**config.mk**
```make
export PLATFORM = sky130hd
export DESIGN_NAME = sbff_spi_top
export DESIGN_NICKNAME = d
export VERILOG_FILES = /design/src/verilog/sbff_pkg.sv /design/src/verilog/sbff_spi_top.sv /design/src/verilog/sbff_sync.sv /design/src/verilog/sbff_fault_qual.sv
export SDC_FILE = /design/constraint.sdc
export NUM_CORES = 1
export LEC_CHECK = 0
export BUFFER_PORTS_ARGS = -buffer_cell sky130_fd_sc_hd__buf_4
export CAP_MARGIN = 30
export CORE_UTILIZATION = 60
export CTS_CLUSTER_SIZE = 10
export DETAILED_ROUTE_END_ITERATION = 12
export GPL_ROUTABILITY_DRIVEN = 0
export GPL_TIMING_DRIVEN = 0
export PLACE_DENSITY = 0.79
export SYNTH_ARGS = -nofsm -noshare
export SYNTH_HDL_FRONTEND = slang
export SYNTH_SLANG_ARGS = --single-unit
```
**constraint.sdc**
```tcl
create_clock -name clk -period 4.6 [get_ports clk]
set_input_delay 0.92 -clock clk [delete_from_list [all_inputs] [get_ports clk]]
set_output_delay 0.92 -clock clk [all_outputs]
set_load 0.01 [all_outputs]
```
**src/verilog/sbff_pkg.sv**
```systemverilog
// Shared constants and types of the serial register port and bus-fault flags
package sbff_pkg;

  // ----------------------------------------------------------------
  // Timing
  // ----------------------------------------------------------------
  localparam int CLK_PERIOD_NS = 10;
  localparam int DOM_MIN_NS = 2000;
  // Least time, rounded up to whole cycles
  localparam int DOM_MIN_CYC = (DOM_MIN_NS + CLK_PERIOD_NS - 1) / CLK_PERIOD_NS;
  localparam int FAULT_TRANSITIONS = 4;

  // ----------------------------------------------------------------
  // Frame layout
  // ----------------------------------------------------------------
  localparam logic [5:0] FRAME_ONE_BYTE = 6'h10;
  localparam logic [5:0] FRAME_TWO_BYTES = 6'h18;
  localparam logic [5:0] FRAME_SHORT_THREE = 6'h1f;
  localparam logic [5:0] FRAME_THREE_BYTES = 6'h20;
  localparam logic [5:0] FRAME_HEADER_BITS = 6'h08;
  localparam logic [5:0] COUNT_SATURATE = 6'h3f;
  localparam logic CMD_WRITE = 1'b1;

  // ----------------------------------------------------------------
  // Register map and fields
  // ----------------------------------------------------------------
  localparam logic [6:0] ADDR_GLOBAL = 7'h50;
  localparam logic [6:0] ADDR_BUS_FAULT = 7'h54;
  localparam logic [7:0] BUS_FAULT_RESET = 8'h00;
  localparam int BIT_RESERVED = 7;
  localparam int BIT_HALF_TERM = 6;
  localparam int BIT_LINES_SHORTED = 5;
  localparam int BIT_HIGH_BATTERY = 4;
  localparam int BIT_LOW_GROUND = 3;
  localparam int BIT_OPEN_WIRE = 2;
  localparam int BIT_GROUND_SHORT = 1;
  localparam int BIT_BATTERY_SHORT = 0;
  localparam int NUM_FAULTS = 7;
  localparam int GLB_FAULT_BIT = 7;
  localparam int GLB_BUS_BIT = 1;
  localparam int GLB_FRAME_ERR_BIT = 0;

  // ----------------------------------------------------------------
  // Types
  // ----------------------------------------------------------------
  typedef enum logic [1:0] {
    MODE_NORMAL = 2'b00,
    MODE_SLEEP = 2'b01,
    MODE_FAILSAFE = 2'b10
  } sbff_mode_e;

  typedef struct packed {
    logic csN;
    logic sclk;
    logic din;
  } sbff_link_s;

endpackage

```
**src/verilog/sbff_spi_top.sv**
```systemverilog
// Serial register port with global status byte and latched bus-fault flags
// What this block does
// - Frames are 16, 24 or 32 clocks: address, direction bit, one to three bytes.
// - Burst reads and writes step the register address by one per byte.
// - Input sampled on serial clock rise, output changed on its fall.
// - Output driver enabled only while chip select is low.
// - Chip select fall drives global status bit 7 before any clock.
// - First byte out is always the global status byte.
// - Writes return only the status byte; reads add one to three bytes.
// - Writes commit only at chip select rise after an exact count.
// - A 31-clock burst write commits two bytes and drops the third.
// - A frame with a wrong clock count sets the frame error flag.
// - Enabling fail-safe while asleep keeps the device asleep.
// - Bit 6 latches half termination; flags reset to 0, host write clears.
// - Bit 5 latches the two bus lines shorted together.
// - Bit 4 latches high line to battery; bit 3 low line to ground.
// - Bit 2 latches an open bus wire at any of three places.
// - Bit 1 latches high line or both lines shorted to ground.
// - Bit 0 latches low line or both to battery; bit 7 reads 0.
// - A fault counts only over four long dominant-to-recessive transitions.
`timescale 1ns/1ps
`default_nettype none
module sbff_spi_top (
  // Clock and reset
  input wire logic clk,
  input wire logic rst,
  // Serial link pins
  input wire logic chipSelectN,
  input wire logic serialClockPin,
  input wire logic serialInPin,
  output logic serialOutPin,
  output logic serialOutEnable,
  // Bus fault sensing
  input wire logic busDominant,
  input wire logic [sbff_pkg::NUM_FAULTS-1:0] faultSense,
  // Operating mode control
  input wire logic sleepRequest,
  input wire logic wakeRequest,
  input wire logic failSafeTrigger,
  input wire logic failSafeEnable,
  // Status
  output logic [7:0] busFaultFlags,
  output logic frameErrorFlag,
  output logic globalFault,
  output logic modeSleep,
  output logic modeFailSafe
);

  // ----------------------------------------------------------------
  // State
  // ----------------------------------------------------------------
  typedef struct packed {
    logic csPrev;
    logic sclkPrev;
    logic [5:0] bitCount;
    logic [7:0] shiftIn;
    logic [6:0] addr;
    logic isWrite;
    logic [2:0][7:0] wdata;
    logic [7:0] outReg;
    logic outBit;
    logic outEn;
    logic [7:0] flags;
    logic frameErr;
    sbff_pkg::sbff_mode_e mode;
  } sbff_top_s;

  sbff_top_s cur;
  sbff_top_s nxt;

  // ----------------------------------------------------------------
  // Pin synchronisation and fault qualification
  // ----------------------------------------------------------------
  sbff_pkg::sbff_link_s linkRaw;
  sbff_pkg::sbff_link_s linkSync;
  logic [sbff_pkg::NUM_FAULTS:0] senseSync;
  logic [sbff_pkg::NUM_FAULTS-1:0] detect;

  // Select travels inverted so a freshly reset synchroniser reads as deselected
  assign linkRaw = '{csN: ~chipSelectN, sclk: serialClockPin, din: serialInPin};

  sbff_sync #(.WIDTH(3)) u_link_sync (
    .clk(clk),
    .rst(rst),
    .asyncIn(linkRaw),
    .syncOut(linkSync)
  );

  sbff_sync #(.WIDTH(sbff_pkg::NUM_FAULTS + 1)) u_sense_sync (
    .clk(clk),
    .rst(rst),
    .asyncIn({busDominant, faultSense}),
    .syncOut(senseSync)
  );

  sbff_fault_qual #(
    .NUM(sbff_pkg::NUM_FAULTS),
    .DOM_MIN(sbff_pkg::DOM_MIN_CYC),
    .NEED(sbff_pkg::FAULT_TRANSITIONS)
  ) u_fault_qual (
    .clk(clk),
    .rst(rst),
    .dominant(senseSync[sbff_pkg::NUM_FAULTS]),
    .faultPresent(senseSync[sbff_pkg::NUM_FAULTS-1:0]),
    .detect(detect)
  );

  // ----------------------------------------------------------------
  // Decoding helpers
  // ----------------------------------------------------------------
  // Bytes committed for a write frame of the given length
  function automatic logic [1:0] commitBytes(input logic [5:0] count);
    logic [1:0] n;
    n = 2'h0;
    case (count)
      sbff_pkg::FRAME_ONE_BYTE: n = 2'h1;
      sbff_pkg::FRAME_TWO_BYTES: n = 2'h2;
      sbff_pkg::FRAME_SHORT_THREE: n = 2'h2;
      sbff_pkg::FRAME_THREE_BYTES: n = 2'h3;
      default: n = 2'h0;
    endcase
    return n;
  endfunction

  // Write data aimed at one register within a committed burst
  function automatic logic [7:0] clearMask(input logic [6:0] target, input logic [6:0] base,
                                           input logic [1:0] n, input logic [2:0][7:0] data);
    logic [7:0] m;
    m = 8'h00;
    for (int k = 0; k < 3; k++) begin
      if ((2'(k) < n) && (7'(base + 7'(k)) == target)) begin
        m = m | data[k];
      end
    end
    return m;
  endfunction

  function automatic logic [7:0] readByte(input logic [6:0] a, input logic [7:0] glb,
                                          input logic [7:0] flags);
    logic [7:0] r;
    r = 8'h00;
    case (a)
      sbff_pkg::ADDR_GLOBAL: r = glb;
      sbff_pkg::ADDR_BUS_FAULT: r = flags;
      default: r = 8'h00;
    endcase
    return r;
  endfunction

  // ----------------------------------------------------------------
  // Edges and frame bookkeeping
  // ----------------------------------------------------------------
  logic csS;
  logic sclkS;
  logic dinS;
  logic csFall;
  logic csRise;
  logic sclkRise;
  logic sclkFall;
  logic frameValid;
  logic [5:0] newCount;
  logic [1:0] nBytes;
  logic [7:0] glbByte;
  logic [7:0] flagClear;
  logic frameClear;
  logic [7:0] glbClear;
  logic [2:0] byteSlot;

  assign csS = ~linkSync.csN;
  assign sclkS = linkSync.sclk;
  assign dinS = linkSync.din;
  assign csFall = ~csS & cur.csPrev;
  assign csRise = csS & ~cur.csPrev;
  // sample on rise, shift on fall
  assign sclkRise = ~csS & ~csFall & sclkS & ~cur.sclkPrev;
  assign sclkFall = ~csS & ~csFall & ~sclkS & cur.sclkPrev;
  assign newCount = (cur.bitCount == sbff_pkg::COUNT_SATURATE) ? cur.bitCount
                  : cur.bitCount + 6'h01;
  // only these lengths are whole frames
  assign frameValid = (cur.bitCount == sbff_pkg::FRAME_ONE_BYTE)
                    | (cur.bitCount == sbff_pkg::FRAME_TWO_BYTES)
                    | (cur.bitCount == sbff_pkg::FRAME_THREE_BYTES);
  // a 31-clock burst still commits two bytes
  assign nBytes = (csRise && cur.isWrite == sbff_pkg::CMD_WRITE)
                ? commitBytes(cur.bitCount) : 2'h0;
  // unlisted targets get no clear mask
  assign flagClear = clearMask(sbff_pkg::ADDR_BUS_FAULT, cur.addr, nBytes, cur.wdata);
  assign glbClear = clearMask(sbff_pkg::ADDR_GLOBAL, cur.addr, nBytes, cur.wdata);
  assign frameClear = glbClear[sbff_pkg::GLB_FRAME_ERR_BIT];
  assign byteSlot = newCount[5:3] - 3'h2;

  always_comb begin
    glbByte = 8'h00;
    glbByte[sbff_pkg::GLB_FAULT_BIT] = (|cur.flags) | cur.frameErr;
    glbByte[sbff_pkg::GLB_BUS_BIT] = |cur.flags;
    glbByte[sbff_pkg::GLB_FRAME_ERR_BIT] = cur.frameErr;
  end

  // ----------------------------------------------------------------
  // Next state
  // ----------------------------------------------------------------
  always_comb begin
    nxt = cur;
    nxt.csPrev = csS;
    nxt.sclkPrev = sclkS;

    if (csFall) begin
      // status bit 7 out before any clock
      nxt.bitCount = 6'h00;
      nxt.shiftIn = 8'h00;
      nxt.isWrite = 1'b0;
      // first byte is always global status
      nxt.outReg = glbByte;
      nxt.outBit = glbByte[7];
      nxt.outEn = 1'b1;
    end else if (sclkRise) begin
      nxt.bitCount = newCount;
      nxt.shiftIn = {cur.shiftIn[6:0], dinS};
      if (newCount == sbff_pkg::FRAME_HEADER_BITS) begin
        nxt.addr = cur.shiftIn[6:0];
        nxt.isWrite = dinS;
      end
      if ((newCount[2:0] == 3'h0) && (newCount > sbff_pkg::FRAME_HEADER_BITS)
          && (newCount <= sbff_pkg::FRAME_THREE_BYTES)) begin
        nxt.wdata[byteSlot[1:0]] = {cur.shiftIn[6:0], dinS};
      end
    end else if (sclkFall) begin
      if ((cur.bitCount[2:0] == 3'h0) && (cur.bitCount != 6'h00)) begin
        // writes return zeros after the status byte
        // read data comes from consecutive addresses
        if (cur.isWrite == sbff_pkg::CMD_WRITE) begin
          nxt.outReg = 8'h00;
        end else begin
          nxt.outReg = readByte(7'(cur.addr + 7'(cur.bitCount[5:3] - 3'h1)),
                                glbByte, cur.flags);
        end
        nxt.outBit = nxt.outReg[7];
      end else begin
        nxt.outReg = {cur.outReg[6:0], 1'b0};
        nxt.outBit = cur.outReg[6];
      end
    end

    if (csS) begin
      nxt.outEn = 1'b0;
      nxt.outBit = 1'b0;
    end

    nxt.flags = (cur.flags & ~flagClear) | {1'b0, detect};
    nxt.flags[sbff_pkg::BIT_RESERVED] = 1'b0;

    // wrong length flags an error, set wins
    nxt.frameErr = (cur.frameErr & ~frameClear) | (csRise & ~frameValid);

    // sleep is never left for fail-safe
    case (cur.mode)
      sbff_pkg::MODE_NORMAL: begin
        if (failSafeTrigger && failSafeEnable) begin
          nxt.mode = sbff_pkg::MODE_FAILSAFE;
        end else if (failSafeTrigger || sleepRequest) begin
          nxt.mode = sbff_pkg::MODE_SLEEP;
        end
      end
      sbff_pkg::MODE_SLEEP: begin
        if (wakeRequest) begin
          nxt.mode = sbff_pkg::MODE_NORMAL;
        end
      end
      sbff_pkg::MODE_FAILSAFE: begin
        if (wakeRequest) begin
          nxt.mode = sbff_pkg::MODE_NORMAL;
        end
      end
      default: nxt.mode = sbff_pkg::MODE_NORMAL;
    endcase
  end

  // ----------------------------------------------------------------
  // Registers
  // ----------------------------------------------------------------
  always_ff @(posedge clk) begin
    if (rst) begin
      cur <= '0;
      cur.csPrev <= 1'b1;
      cur.flags <= sbff_pkg::BUS_FAULT_RESET;
      cur.mode <= sbff_pkg::MODE_NORMAL;
    end else begin
      cur <= nxt;
    end
  end

  // ----------------------------------------------------------------
  // Outputs
  // ----------------------------------------------------------------
  assign serialOutPin = cur.outBit;
  assign serialOutEnable = cur.outEn;
  assign busFaultFlags = cur.flags;
  assign frameErrorFlag = cur.frameErr;
  assign globalFault = (|cur.flags) | cur.frameErr;
  assign modeSleep = (cur.mode == sbff_pkg::MODE_SLEEP);
  assign modeFailSafe = (cur.mode == sbff_pkg::MODE_FAILSAFE);
endmodule
`default_nettype wire

```
**src/verilog/sbff_sync.sv**
```systemverilog
// Two-flop synchroniser for levels from outside the clock domain
`timescale 1ns/1ps
`default_nettype none
module sbff_sync #(
  parameter int WIDTH = 3
) (
  // Clock and reset
  input wire logic clk,
  input wire logic rst,
  // Levels
  input wire logic [WIDTH-1:0] asyncIn,
  output logic [WIDTH-1:0] syncOut
);

  typedef struct packed {
    logic [WIDTH-1:0] stage1;
    logic [WIDTH-1:0] stage2;
  } sbff_sync_s;

  sbff_sync_s cur;
  sbff_sync_s nxt;

  // First stage feeds only the second
  always_comb begin
    nxt = cur;
    nxt.stage1 = asyncIn;
    nxt.stage2 = cur.stage1;
  end

  always_ff @(posedge clk) begin
    if (rst) begin
      cur <= '0;
    end else begin
      cur <= nxt;
    end
  end

  assign syncOut = cur.stage2;

endmodule
`default_nettype wire

```
**src/verilog/sbff_fault_qual.sv**
```systemverilog
// Bus fault qualifier: a fault counts only across long dominant bits
`timescale 1ns/1ps
`default_nettype none
module sbff_fault_qual #(
  parameter int NUM = sbff_pkg::NUM_FAULTS,
  parameter int DOM_MIN = sbff_pkg::DOM_MIN_CYC,
  parameter int NEED = sbff_pkg::FAULT_TRANSITIONS
) (
  // Clock and reset
  input wire logic clk,
  input wire logic rst,
  // Synchronised bus view
  input wire logic dominant,
  input wire logic [NUM-1:0] faultPresent,
  // One-cycle detection pulses
  output logic [NUM-1:0] detect
);

  localparam int DW = $clog2(DOM_MIN + 1);

  typedef struct packed {
    logic prevDom;
    logic [DW-1:0] domCount;
    logic [NUM-1:0][2:0] seen;
    logic [NUM-1:0] det;
  } sbff_qual_s;

  sbff_qual_s cur;
  sbff_qual_s nxt;
  logic longEdge;

  // Dominant-to-recessive edge after a long enough dominant bit
  assign longEdge = cur.prevDom & ~dominant & (cur.domCount >= DW'(DOM_MIN));

  always_comb begin
    nxt = cur;
    nxt.prevDom = dominant;
    nxt.det = '0;
    if (!dominant) begin
      nxt.domCount = '0;
    end else if (cur.domCount < DW'(DOM_MIN)) begin
      nxt.domCount = cur.domCount + DW'(1);
    end
    for (int k = 0; k < NUM; k++) begin
      if (!faultPresent[k]) begin
        nxt.seen[k] = 3'h0;
      end else if (longEdge) begin
        if (cur.seen[k] == 3'(NEED - 1)) begin
          nxt.seen[k] = 3'h0;
          nxt.det[k] = 1'b1;
        end else begin
          nxt.seen[k] = cur.seen[k] + 3'h1;
        end
      end
    end
  end

  always_ff @(posedge clk) begin
    if (rst) begin
      cur <= '0;
    end else begin
      cur <= nxt;
    end
  end

  assign detect = cur.det;
endmodule
`default_nettype wire

```
==> reports/metrics.cfg <==
[clock_network]
cts_buffers=17
insertion_delay_ns=0.52
cts-root-buf=clkbuf_8
clock_sinks=122
cts_buffer_depth=2
htree_levels=4
post-cts-setup-buffer-count=0
clk_pin_slew_ns=0.06
cts_hold_buf=0
cts_tree=yes
cts_resized=0

[power_and_ir_drop]
clkPwrFrac_pct=53.4
peakVddDrop_mv=0.379
combPwrFrac_pct=2.6
netSwitchingFraction_pct=22.5
intPower_mw=1.90
p_leak_nw=2.49
power.density_mw_per_mm2=379
p_sw_mw=0.551
p_total_mw=2.45
p_seq_share_pct=44.0

[logic_synthesis]
synth_compound_gate_area_share_pct=14.0
synth_top_family_by_area=simple AND/OR/NAND/NOR gates
yosys.area_share.xor_xnor_pct=2.23
synth-edff-count=0
ys_ff_latch=122
synth_area_sq_mm=0.00551
yosysUniqueCellTypes=66
synthAdderAreaFrac_pct=4.90
synthCells=627
ys_seq_area_share_pct=44.3
ys.flop_type=dfxtp_1
synthTopCellsByArea=dfxtp_1 44%, mux2i_1 5.3%, nand2_1 4.8%
synth.area.mux_share_pct=5.47
yosys_warnings=0
synth.most_common_cell=dfxtp_1
synthArstFlopShare_pct=0
avgSynthCellArea_sq_um=8.79
synth.largest_area_cell=dfxtp_1
post-synth-top-area-fraction_pct=44.3
yosys.area_share.simple_pct=23.8
synth_commonest_cells=122 x dfxtp_1, 70 x nand2_1, 60 x nor2_1
syn-num-nets=665

[floorplan]
die_w_microns=97.8
fp.dieH_microns=97.8
num_rows=34
ios=31
core-area_sq_mm=0.00881
dieArea_sq_mm=0.00957
start_util_pct=62.6

[sta]
finalClockSkew_ns=0.0115
setup_viol=0
min_period_ns=3.40
fmax_mhz=294
slew_headroom_pct=39.1
post-route-period-util_pct=74.0
tns_ns=0
rsz0062_at_grt=no
slew_viol_final=0
worst_pin_slew_ns=0.899
setup_ws_ns=1.20
hold_viol_final=0

[worst_setup_path]
crit_required_ns=5.03
crit_path_top_delay_cell=a2111oi_2
crit_buf_inv=3
cpLargestDelayFamily=compound AO/OA/AOI/OAI gates
cp.arrival_ns=3.83
critPathLaunchType=flip-flop
cp_common_cell=inv_1
worstSetupEndpointType=flip-flop
critPathMaxStageDelay_ns=0.69
critical_path.max_fanout=10
crit_type=flip-flop to flip-flop
worstPathCellList=buf_2 -> inv_1 -> ha_1 -> inv_1 -> fa_1 -> a21oi_1 -> nand4_1 -> a21o_1 -> a2111oi_2 -> a31oi_1 -> a211oi_1

[drt]
drt-total-wl_mm=12.6
drt-initial-drc-count=258
vias_per_cell=5.88
ant_nets=0
vias=4681
routedWlPerCell_microns=15.8
route.detailed.drc=8
first_pass_iters=10

[global_routing]
grt_util_met2_pct=43.8
track_usage_pct=27.3
gr-total-overflow=0
grt_pass1_vias=4327
grt.met3_usage_pct=6.73
grt_max_degree=17
grtUsageMet1_pct=34.5
grt_pass1_wl_mm=20.7
antenna_found_initial=0
top_usage_layer=met2

[cells_and_area]
nets=713
area_growth_pct=17.1
diodes=0
drive_gt1_share_pct=13.5

[outcome]
outcome=complete, but fails checks
violations=DRC

[flow_run]
maxCapViolCount=0

[placed_design]
dpl.hpwl_mm=8.64
numPortBuffers=29
dp_slack_ns=1.39

[worst_hold_path]
min_path_type=flip-flop to flip-flop

==> sequential cells by signal (all words and copies together), names as in the netlist <==
name / cells
cur: 53
serialOutEnable: 1
u_fault_qual.detect: 7
u_link_sync.syncOut: 3
u_fault_qual.cur: 30
serialOutPin: 1
u_sense_sync.syncOut: 8
busFaultFlags: 7
u_sense_sync.cur: 8
u_link_sync.cur: 3
frameErrorFlag: 1
==> cells by family (layout without fill, tap and decap cells) <==
logic type	count (synthesis)	after routing
flip-flops	122	122
adder cells (fa/ha/maj)	21	21
other	1	1
buffers and inverters	64	125
AND/OR/NAND/NOR	256	256
multiplexers	30	30
AO/OA/AOI/OAI	119	119
XOR/XNOR	14	14
==> power by group through the flow <==
stage	clock, mW	combinational (mW)	sequential [mW]
global route	1.37	0.0707	1.08
detailed placement	0	0.0637	1.10
global placement	0	0.0614	1.10
floorplan	0	0.0382	1.10
finish	1.31	0.0643	1.08
CTS	1.32	0.0645	1.08
==> cells in the final DEF (no fill, tap or decap), types with 16 or more instances in the layout <==
master / count
dfxtp_1: 122
nand2_1: 70
nor2_1: 60
a21oi_1: 43
buf_4: 37
nor2b_1: 30
mux2i_1: 29
inv_1: 25
o21ai_0: 22
clkbuf_1: 20
ha_1: 20
clkbuf_16: 16
==> routing by layer <==
metal,up-vias,part of all wire [%]
met5,-,0
met4,0,2.5
met2,181,47
met3,38,6.2
met1,2186,45
li1,2276,-
==> final timing paths <==
| path | end | slack [ns] | start | cells past startpoint |
|---|---|---|---|---|
| setup / recovery | cur[13] | 1.20 | cur[64] | 11 |
| hold / removal | u_sense_sync.syncOut[7] | 0.44 | u_sense_sync.cur[15] | 1 |
| setup reg to reg | cur[13] | 1.20 | cur[64] | 11 |
| hold reg to reg | u_sense_sync.syncOut[7] | 0.44 | u_sense_sync.cur[15] | 1 |
==> stage by stage <==
stage | instance area [sq um] | hold WS, ns | instances | utilization (%)
floorplan | 5510 | 0.410 | 627 | -
global placement | 5860 | 0.417 | 764 | 66.6
detailed placement | 5860 | 0.428 | 764 | 66.6
CTS | 6450 | 0.439 | 796 | 73.3
global route | 6450 | 0.458 | 796 | 73.3
finish | 6450 | 0.435 | 796 | 73.3
==> final cells by class <==
type | instances | area (sq um)
buffer | 39 | 191
clock buffer | 18 | 428
clock inverter | 14 | 161
fill | 636 | 2350
inverter | 25 | 93.8
multi-input combinational | 441 | 2780
sequential | 122 | 2440
tap | 108 | 135
timing repair buffer | 29 | 218
(Power assumes the default switching activity.)
